--- config.mk ---
export PLATFORM = sky130hd
export DESIGN_NAME = cbg_glue
export DESIGN_NICKNAME = d
export VERILOG_FILES = /design/src/logic/cbg_kbd_rx.v /design/src/logic/cbg_glue.v
export VERILOG_INCLUDE_DIRS = /design/src /design/src/logic
export SDC_FILE = /design/constraint.sdc
export NUM_CORES = 1
export LEC_CHECK = 0
export BUFFER_PORTS_ARGS = -buffer_cell sky130_fd_sc_hd__buf_4
export CORE_AREA = 2 2 113 115
export CTS_BUF_LIST = sky130_fd_sc_hd__clkbuf_8 sky130_fd_sc_hd__clkbuf_16
export DETAILED_ROUTE_END_ITERATION = 12
export DIE_AREA = 0 0 115 117
export PLACE_DENSITY = 0.88
export SETUP_SLACK_MARGIN = 0.15
export SKIP_CTS_REPAIR_TIMING = 1
export SYNTH_ARGS = -nofsm -noshare
export SYNTH_HDL_FRONTEND = slang
export SYNTH_SLANG_ARGS = --single-unit
--- constraint.sdc ---
create_clock -name clk_sys -period 2.2 [get_ports clk_sys]
set_clock_uncertainty 0.2 [all_clocks]
set_input_delay 0.22 -clock clk_sys [delete_from_list [all_inputs] [get_ports clk_sys]]
set_output_delay 0.22 -clock clk_sys [all_outputs]
set_load 0.02 [all_outputs]
--- src/logic/cbg_consts.vh ---
`ifndef CBG_CONSTS_VH
`define CBG_CONSTS_VH

// clocking
`define CBG_CLK_MHZ 125
`define CBG_XTAL_MHZ 24
`define CBG_INSN_MHZ 12
`define CBG_INSN_DIV (`CBG_XTAL_MHZ / `CBG_INSN_MHZ)

// memory map, decoded on the two top address bits
`define CBG_BLK_HI 19
`define CBG_BLK_LO 18
`define CBG_BLK_BOOT 2'h3
`define CBG_BLK_DATA 2'h2
`define CBG_BOOT_BASE 20'hc0000
`define CBG_DATA_BASE 20'h80000
`define CBG_RAM_TOP 20'h7ffff
`define CBG_BATT_TOP 20'h3ffff

// peripheral select 0 strobe numbers, taken from address bits 4..1
`define CBG_IO_SEL_HI 4
`define CBG_IO_SEL_LO 1
`define CBG_IO_CLOCK 4'h0
`define CBG_IO_KEYPAD 4'h1
`define CBG_IO_KEYBOARD 4'h2
`define CBG_IO_KNOB 4'h3
`define CBG_IO_STATUS 4'h4
`define CBG_IO_PRINTER 4'h5

// peripheral select 1 sub-decode, address bits 2..1
`define CBG_P1_DISK 2'h0
`define CBG_P1_GPIB 2'h1
`define CBG_P1_DACK0 2'h2
`define CBG_P1_DACK1 2'h3

// keyboard frame
`define CBG_KB_STAGES 9
`define CBG_KB_DATA_BITS 8

// keypad
`define CBG_KP_LINES 8
`define CBG_KP_IDLE_COLS 8'hff
`define CBG_KP_NO_KEY 8'h00
`define CBG_KP_SCAN_US 1000
`define CBG_KP_COL_US 10
`define CBG_KP_SCAN_CYC (`CBG_KP_SCAN_US * `CBG_CLK_MHZ)
`define CBG_KP_COL_CYC (`CBG_KP_COL_US * `CBG_CLK_MHZ)

// interrupt code shown when nothing is pending
`define CBG_IRQ_NONE 4'hf

`endif

--- src/logic/cbg_kbd_rx.v ---
`timescale 1ns/1ps
`include "cbg_consts.vh"

module cbg_kbd_rx (
	input wire clk_sys,
	input wire resetn,
	input wire kb_clk,
	input wire kb_data,
	input wire rd_clear,
	output reg [7:0] kb_byte,
	output reg kb_full
);
	reg [1:0] clk_sync;
	reg [1:0] dat_sync;
	reg clk_last;
	reg [`CBG_KB_STAGES-1:0] shift;
	wire fall;

	assign fall = clk_last & ~clk_sync[1];

	always @(posedge clk_sys) begin
		if (!resetn) begin
			clk_sync <= 2'h3;
			dat_sync <= 2'h3;
			clk_last <= 1'b1;
		end else begin
			clk_sync <= {clk_sync[0], kb_clk};
			dat_sync <= {dat_sync[0], kb_data};
			clk_last <= clk_sync[1];
		end
	end

	// bits enter at the top; the start bit arrives first, so it lands in stage 0 last
	always @(posedge clk_sys) begin
		if (!resetn) begin
			shift <= {`CBG_KB_STAGES{1'b0}};
			kb_byte <= 8'h00;
			kb_full <= 1'b0;
		end else begin
			if (shift[0]) begin
				kb_byte <= shift[`CBG_KB_STAGES-1:1];
				shift <= {`CBG_KB_STAGES{1'b0}};
			end else if (rd_clear) begin
				shift <= {`CBG_KB_STAGES{1'b0}};
			end else if (fall) begin
				shift <= {dat_sync[1], shift[`CBG_KB_STAGES-1:1]};
			end
			// a new frame landing with the read wins over the clear
			if (shift[0])
				kb_full <= 1'b1;
			else if (rd_clear)
				kb_full <= 1'b0;
		end
	end
endmodule // cbg_kbd_rx

--- src/logic/cbg_glue.v ---
// Functional notes
// - instruction clock enable runs at half the oscillator rate, 12 from 24 MHz; here it toggles on every 125 MHz clk_sys cycle.
// - capture the 20-bit address from the muxed lines at each cycle start.
// - data buffers enabled only during data phase, pointing the transfer direction.
// - memory space split into four 256k blocks, byte lanes; separate I/O space.
// - C0000-FFFFF selects the boot ROM pair.
// - 80000-BFFFF selects the data ROM pair.
// - 00000-7FFFF selects RAM; battery part write-protected during power fail.
// - peripheral select 0 decoded into sixteen I/O strobes.
// - select 1 gives disk, GPIB, DMA acks; select 2 UART; select 3 video.
// - any video access asserts the async ready line to hold the processor.
// - video ready low deasserts the async ready line, releasing the processor.
// - peripheral interrupts merge into one prioritized request line.
// - lowest-numbered pending request code is readable through a status input port.
// - UART interrupt bypasses the encoder and goes straight to the processor.
// - keypad is eight column strobes by eight row sense inputs.
// - idle: all columns high, rows sampled periodically; zero means no key.
// - nonzero rows: strobe columns one at a time and read rows for each.
// - keyboard shift register cleared when the processor reads the byte.
// - start bit in ninth stage latches eight data bits and raises an interrupt.
// - every knob transition is registered and raises an interrupt.
`timescale 1ns/1ps
`include "cbg_consts.vh"

module cbg_glue #(
	parameter N_EXT_IRQ = 6,
	parameter KP_SCAN_CYC = `CBG_KP_SCAN_CYC
) (
	input wire clk_sys,
	input wire resetn,
	output reg insn_clk_en,
	input wire cpu_ale,
	input wire cpu_rd_n,
	input wire cpu_wr_n,
	input wire cpu_bhe_n,
	input wire cpu_io_cycle,
	input wire [3:0] addr_hi_in,
	input wire [15:0] muxed_addr_data_in,
	output reg [15:0] muxed_addr_data_out,
	output reg muxed_addr_data_oe,
	input wire periph_select_0_n,
	input wire periph_select_1_n,
	input wire periph_select_2_n,
	input wire periph_select_3_n,
	output reg [19:0] latched_address,
	output wire data_buf_en,
	output wire data_buf_to_cpu,
	output wire byte_lo_en_n,
	output wire byte_hi_en_n,
	output wire boot_rom_cs_n,
	output wire data_rom_cs_n,
	output wire ram_cs_n,
	output wire ram_we_n,
	input wire power_fail,
	output wire [15:0] io_strobe_n,
	output wire disk_cs_n,
	output wire gpib_cs_n,
	output wire dma_ack0_n,
	output wire dma_ack1_n,
	output wire uart_cs_n,
	output wire video_cs_n,
	input wire video_rdy_n,
	output wire async_ready_line,
	input wire [N_EXT_IRQ-1:0] periph_irq,
	input wire uart_irq,
	output reg uart_int_req,
	output reg cpu_int_req,
	output reg [3:0] irq_code,
	output reg [7:0] keypad_cols,
	input wire [7:0] keypad_rows,
	input wire kb_clk,
	input wire kb_data,
	input wire knob_a,
	input wire knob_b
);
	localparam N_IRQ = N_EXT_IRQ + 2;
	localparam KP_COL_CYC = `CBG_KP_COL_CYC;
	localparam KP_IDLE = 2'h0;
	localparam KP_STROBE = 2'h1;
	localparam KP_SAMPLE = 2'h2;
	// bus cycle tracking
	reg in_cycle;
	reg strobe_seen;
	reg io_cycle;
	reg rd_last;
	wire rd_act;
	wire wr_act;
	wire data_phase;
	wire rd_end;
	assign rd_act = ~cpu_rd_n;
	assign wr_act = ~cpu_wr_n;
	assign data_phase = in_cycle & (rd_act | wr_act);
	assign rd_end = rd_last & ~rd_act & in_cycle;
	always @(posedge clk_sys) begin
		if (!resetn) begin
			insn_clk_en <= 1'b0;
		end else begin
			insn_clk_en <= ~insn_clk_en;
		end
	end
	always @(posedge clk_sys) begin
		if (!resetn) begin
			latched_address <= 20'h00000;
			in_cycle <= 1'b0;
			strobe_seen <= 1'b0;
			io_cycle <= 1'b0;
			rd_last <= 1'b0;
		end else begin
			rd_last <= rd_act;
			if (cpu_ale) begin
				latched_address <= {addr_hi_in, muxed_addr_data_in};
				io_cycle <= cpu_io_cycle;
				in_cycle <= 1'b1;
				strobe_seen <= 1'b0;
			end else if (in_cycle) begin
				if (rd_act | wr_act)
					strobe_seen <= 1'b1;
				else if (strobe_seen)
					in_cycle <= 1'b0;
			end
		end
	end
	// data buffers and byte lanes
	assign data_buf_en = data_phase;
	assign data_buf_to_cpu = rd_act;
	assign byte_lo_en_n = ~(data_phase & ~latched_address[0]);
	assign byte_hi_en_n = ~(data_phase & ~cpu_bhe_n);
	// memory decode
	wire mem_cycle;
	wire [1:0] blk;
	wire boot_hit;
	wire data_hit;
	wire ram_hit;
	wire batt_hit;
	reg [1:0] pf_sync;
	assign mem_cycle = in_cycle & ~io_cycle;
	assign blk = latched_address[`CBG_BLK_HI:`CBG_BLK_LO];
	assign boot_hit = (blk == `CBG_BLK_BOOT);
	assign data_hit = (blk == `CBG_BLK_DATA);
	assign ram_hit = ~latched_address[`CBG_BLK_HI];
	assign batt_hit = (latched_address <= `CBG_BATT_TOP);
	assign boot_rom_cs_n = ~(mem_cycle & boot_hit);
	assign data_rom_cs_n = ~(mem_cycle & data_hit);
	assign ram_cs_n = ~(mem_cycle & ram_hit);
	// the battery half must not be corrupted while the supply collapses
	assign ram_we_n = ~(mem_cycle & ram_hit & wr_act & ~(batt_hit & pf_sync[1]));
	always @(posedge clk_sys) begin
		if (!resetn)
			pf_sync <= 2'h0;
		else
			pf_sync <= {pf_sync[0], power_fail};
	end
	// peripheral decode
	wire p0;
	wire p1;
	wire [3:0] io_sel;
	wire [1:0] p1_sel;
	genvar gi;
	assign p0 = data_phase & ~periph_select_0_n;
	assign p1 = data_phase & ~periph_select_1_n;
	assign io_sel = latched_address[`CBG_IO_SEL_HI:`CBG_IO_SEL_LO];
	assign p1_sel = latched_address[2:1];
	generate
		for (gi = 0; gi < 16; gi = gi + 1) begin : g_io
			assign io_strobe_n[gi] = ~(p0 & (io_sel == gi));
		end
	endgenerate
	assign disk_cs_n = ~(p1 & (p1_sel == `CBG_P1_DISK));
	assign gpib_cs_n = ~(p1 & (p1_sel == `CBG_P1_GPIB));
	assign dma_ack0_n = ~(p1 & (p1_sel == `CBG_P1_DACK0));
	assign dma_ack1_n = ~(p1 & (p1_sel == `CBG_P1_DACK1));
	assign uart_cs_n = ~(in_cycle & ~periph_select_2_n);
	assign video_cs_n = ~(in_cycle & ~periph_select_3_n);
	// video wait: hold until the controller answers, then stay released to cycle end
	reg [1:0] vrdy_sync;
	reg vid_released;
	wire vid_access;
	assign vid_access = in_cycle & ~periph_select_3_n;
	assign async_ready_line = vid_access & ~vid_released;
	always @(posedge clk_sys) begin
		if (!resetn) begin
			vrdy_sync <= 2'h3;
			vid_released <= 1'b0;
		end else begin
			vrdy_sync <= {vrdy_sync[0], video_rdy_n};
			if (!in_cycle || cpu_ale)
				vid_released <= 1'b0;
			else if (vid_access && !vrdy_sync[1])
				vid_released <= 1'b1;
		end
	end
	// knob: any edge on either phase is latched and flagged
	reg [1:0] ka_sync;
	reg [1:0] kb_sync;
	reg [1:0] knob_val;
	reg knob_flag;
	wire knob_rd;
	wire knob_change;
	assign knob_rd = rd_end & ~periph_select_0_n & (io_sel == `CBG_IO_KNOB);
	assign knob_change = ({kb_sync[1], ka_sync[1]} != knob_val);
	always @(posedge clk_sys) begin
		if (!resetn) begin
			ka_sync <= 2'h0;
			kb_sync <= 2'h0;
			knob_val <= 2'h0;
			knob_flag <= 1'b0;
		end else begin
			ka_sync <= {ka_sync[0], knob_a};
			kb_sync <= {kb_sync[0], knob_b};
			knob_val <= {kb_sync[1], ka_sync[1]};
			if (knob_change)
				knob_flag <= 1'b1;
			else if (knob_rd)
				knob_flag <= 1'b0;
		end
	end
	// keyboard receiver
	wire kbd_rd;
	wire [7:0] kb_byte;
	wire kb_full;
	assign kbd_rd = rd_end & ~periph_select_0_n & (io_sel == `CBG_IO_KEYBOARD);
	// XT-style framing only: start bit high, no parity, no stop bit
	cbg_kbd_rx u_kbd (
		.clk_sys(clk_sys),
		.resetn(resetn),
		.kb_clk(kb_clk),
		.kb_data(kb_data),
		.rd_clear(kbd_rd),
		.kb_byte(kb_byte),
		.kb_full(kb_full)
	);

	// keypad scanner
	reg [1:0] kp_state;
	reg [31:0] kp_cnt;
	reg [2:0] kp_col;
	reg [7:0] row_meta;
	reg [7:0] row_s;
	reg [7:0] key_code;
	reg key_flag;
	reg [2:0] row_idx;
	integer ri;
	wire kp_rd;
	assign kp_rd = rd_end & ~periph_select_0_n & (io_sel == `CBG_IO_KEYPAD);
	always @* begin
		row_idx = 3'h0;
		for (ri = `CBG_KP_LINES - 1; ri >= 0; ri = ri - 1)
			if (row_s[ri])
				row_idx = ri[2:0];
	end
	always @(posedge clk_sys) begin
		if (!resetn) begin
			row_meta <= 8'h00;
			row_s <= 8'h00;
		end else begin
			row_meta <= keypad_rows;
			row_s <= row_meta;
		end
	end
	always @(posedge clk_sys) begin
		if (!resetn) begin
			kp_state <= KP_IDLE;
			kp_cnt <= 32'h00000000;
			kp_col <= 3'h0;
			keypad_cols <= `CBG_KP_IDLE_COLS;
			key_code <= 8'h00;
			key_flag <= 1'b0;
		end else begin
			if (kp_rd)
				key_flag <= 1'b0;
			case (kp_state)
			KP_IDLE: begin
				keypad_cols <= `CBG_KP_IDLE_COLS;
				if (kp_cnt >= KP_SCAN_CYC - 1) begin
					kp_cnt <= 32'h00000000;
					if (row_s != `CBG_KP_NO_KEY) begin
						kp_col <= 3'h0;
						kp_state <= KP_STROBE;
					end
				end else begin
					kp_cnt <= kp_cnt + 32'h00000001;
				end
			end
			KP_STROBE: begin
				keypad_cols <= 8'h01 << kp_col;
				kp_cnt <= 32'h00000000;
				kp_state <= KP_SAMPLE;
			end
			KP_SAMPLE: begin
				// rows must settle through the diodes and the synchroniser first
				if (kp_cnt >= KP_COL_CYC - 1) begin
					kp_cnt <= 32'h00000000;
					if (row_s != `CBG_KP_NO_KEY) begin
						key_code <= {2'h0, kp_col, row_idx};
						key_flag <= 1'b1;
					end
					if (kp_col == 3'h7) begin
						kp_state <= KP_IDLE;
						keypad_cols <= `CBG_KP_IDLE_COLS;
					end else begin
						kp_col <= kp_col + 3'h1;
						kp_state <= KP_STROBE;
					end
				end else begin
					kp_cnt <= kp_cnt + 32'h00000001;
				end
			end
			default: kp_state <= KP_IDLE;
			endcase
		end
	end
	// interrupt merge; lowest index wins
	reg [N_EXT_IRQ-1:0] irq_meta;
	reg [N_EXT_IRQ-1:0] irq_s;
	reg [1:0] uart_sync;
	reg [3:0] next_irq_code;
	wire [N_IRQ-1:0] irq_all;
	integer ii;
	assign irq_all = {irq_s, knob_flag, kb_full};
	always @* begin
		next_irq_code = `CBG_IRQ_NONE;
		for (ii = N_IRQ - 1; ii >= 0; ii = ii - 1)
			if (irq_all[ii])
				next_irq_code = ii[3:0];
	end
	always @(posedge clk_sys) begin
		if (!resetn) begin
			irq_meta <= {N_EXT_IRQ{1'b0}};
			irq_s <= {N_EXT_IRQ{1'b0}};
			uart_sync <= 2'h0;
			uart_int_req <= 1'b0;
			cpu_int_req <= 1'b0;
			irq_code <= `CBG_IRQ_NONE;
		end else begin
			irq_meta <= periph_irq;
			irq_s <= irq_meta;
			uart_sync <= {uart_sync[0], uart_irq};
			uart_int_req <= uart_sync[1];
			cpu_int_req <= |irq_all;
			irq_code <= next_irq_code;
		end
	end
	// read-back of the ports this block owns
	wire own_rd;
	assign own_rd = in_cycle & rd_act & ~periph_select_0_n &
		((io_sel == `CBG_IO_KEYPAD) | (io_sel == `CBG_IO_KEYBOARD) |
		(io_sel == `CBG_IO_KNOB) | (io_sel == `CBG_IO_STATUS));
	always @(posedge clk_sys) begin
		if (!resetn) begin
			muxed_addr_data_out <= 16'h0000;
			muxed_addr_data_oe <= 1'b0;
		end else begin
			muxed_addr_data_oe <= own_rd;
			case (io_sel)
			`CBG_IO_KEYPAD: muxed_addr_data_out <= {7'h00, key_flag, key_code};
			`CBG_IO_KEYBOARD: muxed_addr_data_out <= {7'h00, kb_full, kb_byte};
			`CBG_IO_KNOB: muxed_addr_data_out <= {13'h0000, knob_flag, knob_val};
			`CBG_IO_STATUS: muxed_addr_data_out <= {11'h000, cpu_int_req, irq_code};
			default: muxed_addr_data_out <= 16'h0000;
			endcase
		end
	end
endmodule // cbg_glue

==> results of run 1 <==
cell families after synthesis:
logic type / after synthesis / share of synthesized area (%)
AND/OR/NAND/NOR: 276 / 22.4
XOR/XNOR: 18 / 2.45
buffers and inverters: 66 / 4.54
multiplexers: 39 / 6.08
adder cells (fa/ha/maj): 14 / 2.73
flip-flops: 158 / 49.2
other: 1 / 0.0584
AO/OA/AOI/OAI: 99 / 12.5
layout make-up:
type | count | area, sq um
multi-input cells | 453 | 3170
fillers | 785 | 3450
clock buffers | 18 | 439
flip-flops and latches | 158 | 3180
clock inverters | 14 | 120
repair buffers | 202 | 1700
inverters | 20 | 75.1
well taps | 150 | 188
synthesized netlist by cell type, drive strengths merged, types with 2 or more instances:
cell type | instances | share of area, %
dfxtp | 158 | 49
nor2 | 63 | 3.7
nand2 | 57 | 3.3
and2 | 44 | 4.3
mux2i | 39 | 6.1
clkbuf | 28 | 1.6
a211oi | 20 | 3.7
a21oi | 20 | 1.6
inv | 20 | 1.2
nand3 | 20 | 1.7
buf | 18 | 1.7
and3 | 17 | 1.7
nand2b | 15 | 1.5
nor3 | 15 | 1.2
ha | 14 | 2.7
o21ai | 14 | 1.1
nor2b | 11 | 1.1
xnor2 | 11 | 1.5
nor4 | 10 | 1.2
a22oi | 9 | 1.1
nand4 | 7 | 0.68
o311ai | 7 | 0.95
xor2 | 7 | 0.95
a21boi | 6 | 0.70
or3 | 5 | 0.49
a2111oi | 4 | 0.64
nand3b | 4 | 0.47
o41ai | 4 | 0.55
a211o | 3 | 0.41
nor4b | 3 | 0.41
and4 | 2 | 0.27
o2111ai | 2 | 0.55
o211ai | 2 | 0.31
state kept, by name, summed over array words and instances, names as in the netlist, 8 cells and up:
register,cells
latched_address,20
muxed_addr_data_out,9
row_s,8
kp_cnt,32
row_meta,8
u_kbd.shift,9
keypad_cols,8
u_kbd.kb_byte,8
worst paths after layout:
check | cells after the start | startpoint | endpoint
max reg2reg | 8 | kp_cnt[1] | kp_cnt[10]
min | 4 | cpu_rd_n | u_kbd.kb_full
min reg2reg | 1 | u_kbd.dat_sync[0] | u_kbd.dat_sync[1]
max | 5 | in_cycle | io_strobe_n[12]
per-layer routing:
metal	part of all wire, %	track usage (%)	up-vias
met1	41	27.5	2638
met5	0	0	-
met3	5.4	6.75	41
met4	2.9	8.11	0
met2	51	35.6	219
li1	-	-	2669
worst register-to-register path, cell delays in order, from the launching register on:
cell and delay [ns]:
dfxtp_2 0.34, inv_2 0.06, ha_4 0.16, nor4_4 0.27, and2_4 0.22, o211ai_2 0.08, a211o_4 0.39, buf_8 0.16
a211oi_2 0.21
cell usage in the layout, fill, tap and decap left out, drive strengths merged, types with 17 or more instances in the layout:
cell	count
clkbuf	20
a21oi	20
and3	17
nor2	63
buf	156
dfxtp	158
dlygate4sd3	44
and2	44
inv	24
a211oi	20
mux2i	39
nand3	20
nand2	57
metrics by stage:
step / instance area (sq um) / util, % / power (mW) / std cells / TNS (ns)
2_1_floorplan: 6440 / - / 3.36 / 677 / 0
3_3_place_gp: 7570 / 61.5 / 3.57 / 933 / 0
3_5_place_dp: 7570 / 61.5 / 3.58 / 933 / 0
4_1_cts: 8130 / 66.0 / 6.30 / 965 / -1.12
5_1_grt: 8860 / 72.0 / 6.64 / 1015 / -0.641
6_report: 8860 / 72.0 / 6.44 / 1015 / -0.404
power by group:
part / switching (mW) / internal [mW] / total (mW)
Clock: 1.19 / 1.58 / 2.77
Sequential: 0.0610 / 2.95 / 3.01
Combinational: 0.349 / 0.316 / 0.665
Total: 1.60 / 4.85 / 6.44
==> impl_metrics.toml, run 1 <==
[critical_path]
critPathKind = "flip-flop to primary output"
path_delay_family = "simple AND/OR/NAND/NOR gates"
crit_buf_inv = 1
crit_arrival_ns = 1.89
cp_slowest_cell = "dfxtp_1"
endpoint_kind = "primary output"
slowest_delay_ns = 0.45
crit_path_max_fanout = 4
cp.required_ns = 1.78
cp_cell_sequence = "nor2b_4, nand2_4, nor3_4, nand3_1, buf_4"
start_kind = "flip-flop"
rrSetupSlack_ns = 0.02

[power_and_ir_drop]
p_leak_nw = 3.62
powerDensity_nw_per_um2 = 727
ir_worst_vdd_uv = 581

[timing]
tightest_slew_ns = 0.694
finalCritPeriodShare_pct = 105
drv_slew = 0
setup_slack_ns = -0.115
rsz0062_at_grt = "yes"
period_needed_ns = 2.31
finalHoldViolations = 0
relSlewSlack_pct = 53.3
finalSetupViolations = 5
holdWs_ns = 0.0127
fmax_mhz = 432

[synth]
yosys_warnings = 0
synth.distinct_cells = 59
ys_ff_latch = 158
synth_edf_count = 0
ys_seq_area_share_pct = 49.2
syn_inst = 671
async_flop_share_pct = 0
synth_area_sq_um = 6420
syn_avg_cell_area_sq_um = 9.57
synthFlopType = "dfxtp_1"

[final_layout]
syn2layout_area_growth_pct = 38.0
diodes = 0
nets = 918
drive_above_1_share_pct = 29.5

[placed_design]
place_hpwl_um = 9550
gp_congestion = 0.839
place_ws_ns = 0.00155
io_buffers = 127

[floorplanning]
die-width_um = 115
dieHeight_um = 117
num_rows = 41
dieArea_sq_um = 13500
ioPinCount = 135
start_util_pct = 52.2
core_area_sq_um = 12300

[route]
drt_wl_total_um = 17600
dr_total_vias = 5567
wire_per_inst_um = 17.3
viasPerCell = 5.48
drc = 0
drt-initial-drc-count = 435
antenna_left = 0
firstDrtPassIters = 5

[clock_tree]
htreeDepth = 4
cts_tree = "yes"
clock_sinks = 158
worst_skew_pair.late_latency_ns = 0.43
cts_made_buffers = 17
clockBufferDepth = 2
clk_pin_slew_ns = 0.06
cts-root-buf = "clkbuf_16"

[global_routing]
grt_antenna_before_repair = 0
track_usage_pct = 21.9
overflow = 0
grt_pass1_vias = 4907
grt_start_max_net_pins = 94
grt_pass1_wl_um = 23200

[worst_hold_path]
hp-class = "input port to flip-flop"

[status]
outcome = "complete, but fails checks"
violations = "negative setup slack"

[flow_run]
cap_violations = 0
Power figures use the tool's default switching activity.
==> inputs of run 2 (changes only) <==
==> constraint.sdc (replaced) <==
create_clock -name clk_sys -period 2.2 [get_ports clk_sys]
set_clock_uncertainty 0.2 [all_clocks]
set_input_delay 0.55 -clock clk_sys [delete_from_list [all_inputs] [get_ports clk_sys]]
set_output_delay 0.55 -clock clk_sys [all_outputs]
set_load 0.02 [all_outputs]
==> run 2 against run 1 <==
Effect of this change: the run still ends with negative setup slack left; critical endpoint is now io_strobe_n[14]; sequential share of layout area decreased by 0.14 points; clock power about the same; cell count shrank 1.3%; combinational power decreased by 2%; hold slack improved by 0.10 ns; sequential power hardly changed; highest routed layer unchanged; non-clock buffer count fell by 13; clock-buffer cell count grew 1; global-route usage is 0.13 points higher; maximum frequency down 0.66%; largest power group unchanged; via count up 0.16%; total power down 0.22%.
==> impl_metrics.toml, run 2 (synthesis results as in run 1) <==
[status]
outcome = "complete, but fails checks"
violations = "negative setup slack"

[final_layout]
final_cell_mix = "buf_4, dfxtp_1, nor2_1, nand2_1, and2_1"
finish.utilization_pct = 72.3
fin_cells = 1002
nets = 905
regMostFlops = "kp_cnt"
final_common_cell = "buf_4"
top_regs = "kp_cnt (32), latched_address (20)"
diodes = 0
final_area_sq_um = 8910
syn2layout_area_growth_pct = 38.7
largest_reg_flops = 32
drive_above_1_share_pct = 36.5

[timing]
holdWs_ns = 0.117
finalSetupViolations = 19
drv_slew = 0
finalHoldViolations = 0
finalCritPeriodShare_pct = 106
tightest_slew_ns = 0.699
fmax_mhz = 429
period_needed_ns = 2.33
relSlewSlack_pct = 53.3
rsz0062_at_grt = "yes"
setup_slack_ns = -0.130
finalSetupTns_ns = -1.77

[power_and_ir_drop]
power_mw = 6.43
intPower_mw = 4.88
power_frac_comb_pct = 10.1
clockPowerShare_pct = 43.1
ir_worst_vdd_uv = 578
p_sw_mw = 1.55
p_leak_nw = 3.68
powerDensity_nw_per_um2 = 722
p_sw_share_pct = 24.1
p_seq_share_pct = 46.8

[worst_hold_path]
hp-class = "input port to flip-flop"
hold_depth = 2
holdPathEnd = "vrdy_sync[0]"
worstHoldStart = "video_rdy_n"

[clock_tree]
clk_pin_slew_ns = 0.06
cts-root-buf = "clkbuf_16"
clockBufferDepth = 2
htreeDepth = 4
worst_skew_pair.late_latency_ns = 0.42
clock_sinks = 158
cts_made_buffers = 17
cts_tree = "yes"

[critical_path]
crit_arrival_ns = 1.58
r2r_start = "kp_cnt[1]"
critPathKind = "flip-flop to primary output"
start_kind = "flip-flop"
crit_path_max_fanout = 6
endpoint_kind = "primary output"
cp.required_ns = 1.45
r2r_cells = 8
r2r-end = "kp_cnt[29]"
rrSetupSlack_ns = 0.06

[global_routing]
track_usage_pct = 22.0
grt_start_max_net_pins = 94
grt_pass1_wl_um = 23400
overflow = 0
grt_antenna_before_repair = 0
grt_pass1_vias = 5051

[route]
drt-initial-drc-count = 455
drc = 0
antenna_left = 0
firstDrtPassIters = 5
dr_total_vias = 5576
wire_per_inst_um = 16.7
drt_wl_total_um = 16700
viasPerCell = 5.56

[floorplanning]
num_rows = 41
dieHeight_um = 117
ioPinCount = 135
start_util_pct = 52.2
dieArea_sq_um = 13500
die-width_um = 115
core_area_sq_um = 12300

[placed_design]
dpl-instance-area_sq_um = 7750
place_hpwl_um = 10500
placed_cells = 952
place_ws_ns = -0.110
gp_congestion = 0.865
io_buffers = 127

[flow_run]
cap_violations = 0
run 2: layout make-up:
cell class | instances | area (sq um)
clock buffer | 19 | 453
clock inverter | 13 | 114
timing repair buffer | 189 | 1580
multi-input combinational | 453 | 3320
fill | 822 | 3400
inverter | 20 | 77.6
sequential | 158 | 3180
tap | 150 | 188
run 2: routing by layer:
metal | track usage (%) | vias to the layer above | wire [um]
li1 | - | 2644 | -
met3 | 5.97 | 48 | 1110
met4 | 8.67 | 0 | 502
met5 | 0 | - | 0
met1 | 25.5 | 2649 | 6490
met2 | 38.7 | 235 | 8640
run 2: worst max path at each step:
stage | from | slack, ns | to | cells past startpoint
floorplan | latched_address[1] | 0.14 | io_strobe_n[15] | 4
global placement | periph_select_0_n | -0.007 | io_strobe_n[0] | 7
detailed placement | periph_select_0_n | -0.11 | io_strobe_n[13] | 7
CTS | in_cycle | -0.25 | io_strobe_n[13] | 6
global route | latched_address[1] | -0.22 | io_strobe_n[15] | 5
finish | latched_address[1] | -0.13 | io_strobe_n[14] | 5
run 2: power by group through the flow:
| stage | Clock (mW) | Sequential (mW) | Combinational (mW) |
|---|---|---|---|
| floorplan | 0 | 3.09 | 0.274 |
| detailed placement | 0 | 3.06 | 0.542 |
| global placement | 0 | 3.06 | 0.527 |
| global route | 2.94 | 3.02 | 0.694 |
| CTS | 2.81 | 3.00 | 0.544 |
| finish | 2.77 | 3.01 | 0.649 |
run 2: worst max-delay path, stage by stage (launching register included):
cell      delay [ns]
dfxtp_2         0.38
nand2b_1        0.21
nor2_1          0.18
buf_4           0.15
nand3_1         0.07
buf_4           0.17
==> inputs of run 3 (changes only) <==
ABC_AREA = 1   (was unset)
PLACE_DENSITY = 0.89   (was 0.88)
==> run 3 against run 2 <==
Effect of this change: the run still ends with negative setup slack left; maximum frequency rose by 3.9%; non-clock buffer count fell by 37; clock-buffer cell count fell by 2; combinational power fell by 13%; global-route usage rose by 1.3 points; synthesized cell count rose by 28%; sequential power barely moved; flip-flop and latch count did not move; critical path depth rose by 1; core utilization fell by 3.9 points; total power fell by 3.3%; critical endpoint unchanged.
==> impl_metrics.toml, run 3 <==
[status]
outcome = "complete, but fails checks"
violations = "negative setup slack"

[floorplanning]
core_area_sq_um = 12300
die-width_um = 115
start_util_pct = 53.0
num_rows = 41
ioPinCount = 135
dieHeight_um = 117
dieArea_sq_um = 13500

[placed_design]
place_ws_ns = -0.0984
place_hpwl_um = 10600
gp_congestion = 0.894
io_buffers = 127
dpl-instance-area_sq_um = 7720

[synth]
syn_inst = 860
synth.distinct_cells = 42
syn_avg_cell_area_sq_um = 7.59
synthFlopType = "dfxtp_1"
synth_most_common_cell = "nand2_1"
async_flop_share_pct = 0
synth_top_cell_by_area = "dfxtp_1"
synth_edf_count = 0
yosys.area.top_type_share_pct = 48.5
yosys_warnings = 0
synth_area_sq_um = 6530
ys_top_cells_by_area = "dfxtp_1, nand2_1, nor2_1"
ys_seq_area_share_pct = 48.5
synth_commonest_cells = "nand2_1, dfxtp_1, nor2_1, inv_1, a21oi_1"
ys_ff_latch = 158

[global_routing]
overflow = 0
grt_antenna_before_repair = 0
track_usage_pct = 23.3
grt_pass1_vias = 5442
grt_pass1_wl_um = 24900
grt_start_max_net_pins = 65

[final_layout]
final_cell_mix = "nand2_1, dfxtp_1, buf_4, nor2_1, inv_1"
nets = 1066
regMostFlops = "kp_cnt"
finish.utilization_pct = 68.5
top_regs = "kp_cnt (32), latched_address (20)"
diodes = 0
syn2layout_area_growth_pct = 29.2
fillers = 968
drive_above_1_share_pct = 26.2
largest_reg_flops = 32
final_area_sq_um = 8430
final_common_cell = "nand2_1"

[timing]
fmax_mhz = 446
tightest_slew_ns = 0.572
finalCritPeriodShare_pct = 102
period_needed_ns = 2.24
finalSetupTns_ns = -0.357
setup_slack_ns = -0.0431
holdWs_ns = 0.110
drv_slew = 0
relSlewSlack_pct = 61.9
finalSetupViolations = 12
finalHoldViolations = 0
rsz0062_at_grt = "yes"

[route]
dr_total_vias = 5918
drt_wl_total_um = 15500
wire_per_inst_um = 13.3
firstDrtPassIters = 5
drt-initial-drc-count = 439
viasPerCell = 5.09
drc = 0
antenna_left = 0

[power_and_ir_drop]
p_sw_share_pct = 25.3
powerDensity_nw_per_um2 = 738
p_seq_share_pct = 48.4
clockPowerShare_pct = 42.5
p_sw_mw = 1.57
ir_worst_vdd_uv = 588
p_leak_nw = 3.99
power_frac_comb_pct = 9.1
intPower_mw = 4.64

[clock_tree]
htreeDepth = 4
worst_skew_pair.late_latency_ns = 0.42
cts_tree = "yes"
clk_pin_slew_ns = 0.06
clock_sinks = 158
cts-root-buf = "clkbuf_16"
cts_made_buffers = 17
clockBufferDepth = 2

[critical_path]
critPathKind = "flip-flop to primary output"
crit_buf_inv = 2
path_delay_family = "simple AND/OR/NAND/NOR gates"
slowest_delay_ns = 0.37
crit_path_max_fanout = 4
cp_cell_sequence = "nand2_4, nor2_4, inv_4, nor3_4, nand2_2, buf_6"
cp_slowest_cell = "dfxtp_4"
start_kind = "flip-flop"
endpoint_kind = "primary output"
cp.required_ns = 1.45
crit_arrival_ns = 1.49

[flow_run]
cap_violations = 0

[worst_hold_path]
hp-class = "input port to flip-flop"
run 3: worst min-delay path: cells and delay by family:
kind          cells  cell delay (ns)
buf+inv           2             0.11
simple gates      1             0.04
run 3: power by group through the flow:
| stage | sequential (mW) | combinational [mW] | clock, mW |
|---|---|---|---|
| after floorplan | 3.11 | 0.264 | 0 |
| after global placement | 3.07 | 0.531 | 0 |
| after detailed placement | 3.07 | 0.541 | 0 |
| after CTS | 3.01 | 0.544 | 2.68 |
| after global routing | 3.02 | 0.617 | 2.81 |
| final | 3.01 | 0.566 | 2.64 |
run 3: area by class of cell:
class                   count  area [sq um]  area share (%)
clock buffers              17           425            5.05
clock inverters            15           111            1.32
inverters                 111           419            4.97
multi-input cells         560          2910            34.5
flip-flops and latches    158          3180            37.7
well taps                 150           188            2.23
repair buffers            152          1200            14.2
run 3: final timing paths:
kind	startpoint	to	slack, ns	cells past startpoint
max	in_cycle	io_strobe_n[14]	-0.04	6
min reg2reg	insn_clk_en	insn_clk_en	0.21	1
max reg2reg	kp_cnt[0]	key_code[1]	0.23	10
min	knob_b	kb_sync[0]	0.11	3
run 3: layer usage:
layer	part of all wire (%)	GRT usage (%)	vias up
li1	-	-	2976
met1	43	28.3	2715
met4	2.0	8.76	0
met5	0	0	-
met3	6.2	6.80	25
met2	49	39.3	202
run 3: cell families (layout without fill, tap and decap cells):
kind of cell / count (synthesis) / count (layout) / synth area share, %
xor+xnor: 11 / 11 / 1.48
flops: 158 / 158 / 48.5
buf+inv: 148 / 295 / 9.42
fa+ha+maj: 14 / 14 / 2.68
other cells: 1 / 7 / 0.0575
compound gates: 128 / 128 / 10.5
simple gates: 400 / 400 / 27.3
run 3: through the flow:
step	instances	power [mW]
2_1_floorplan	866	3.37
3_3_place_gp	1125	3.60
3_5_place_dp	1125	3.61
4_1_cts	1157	6.24
5_1_grt	1163	6.45
6_report	1163	6.22
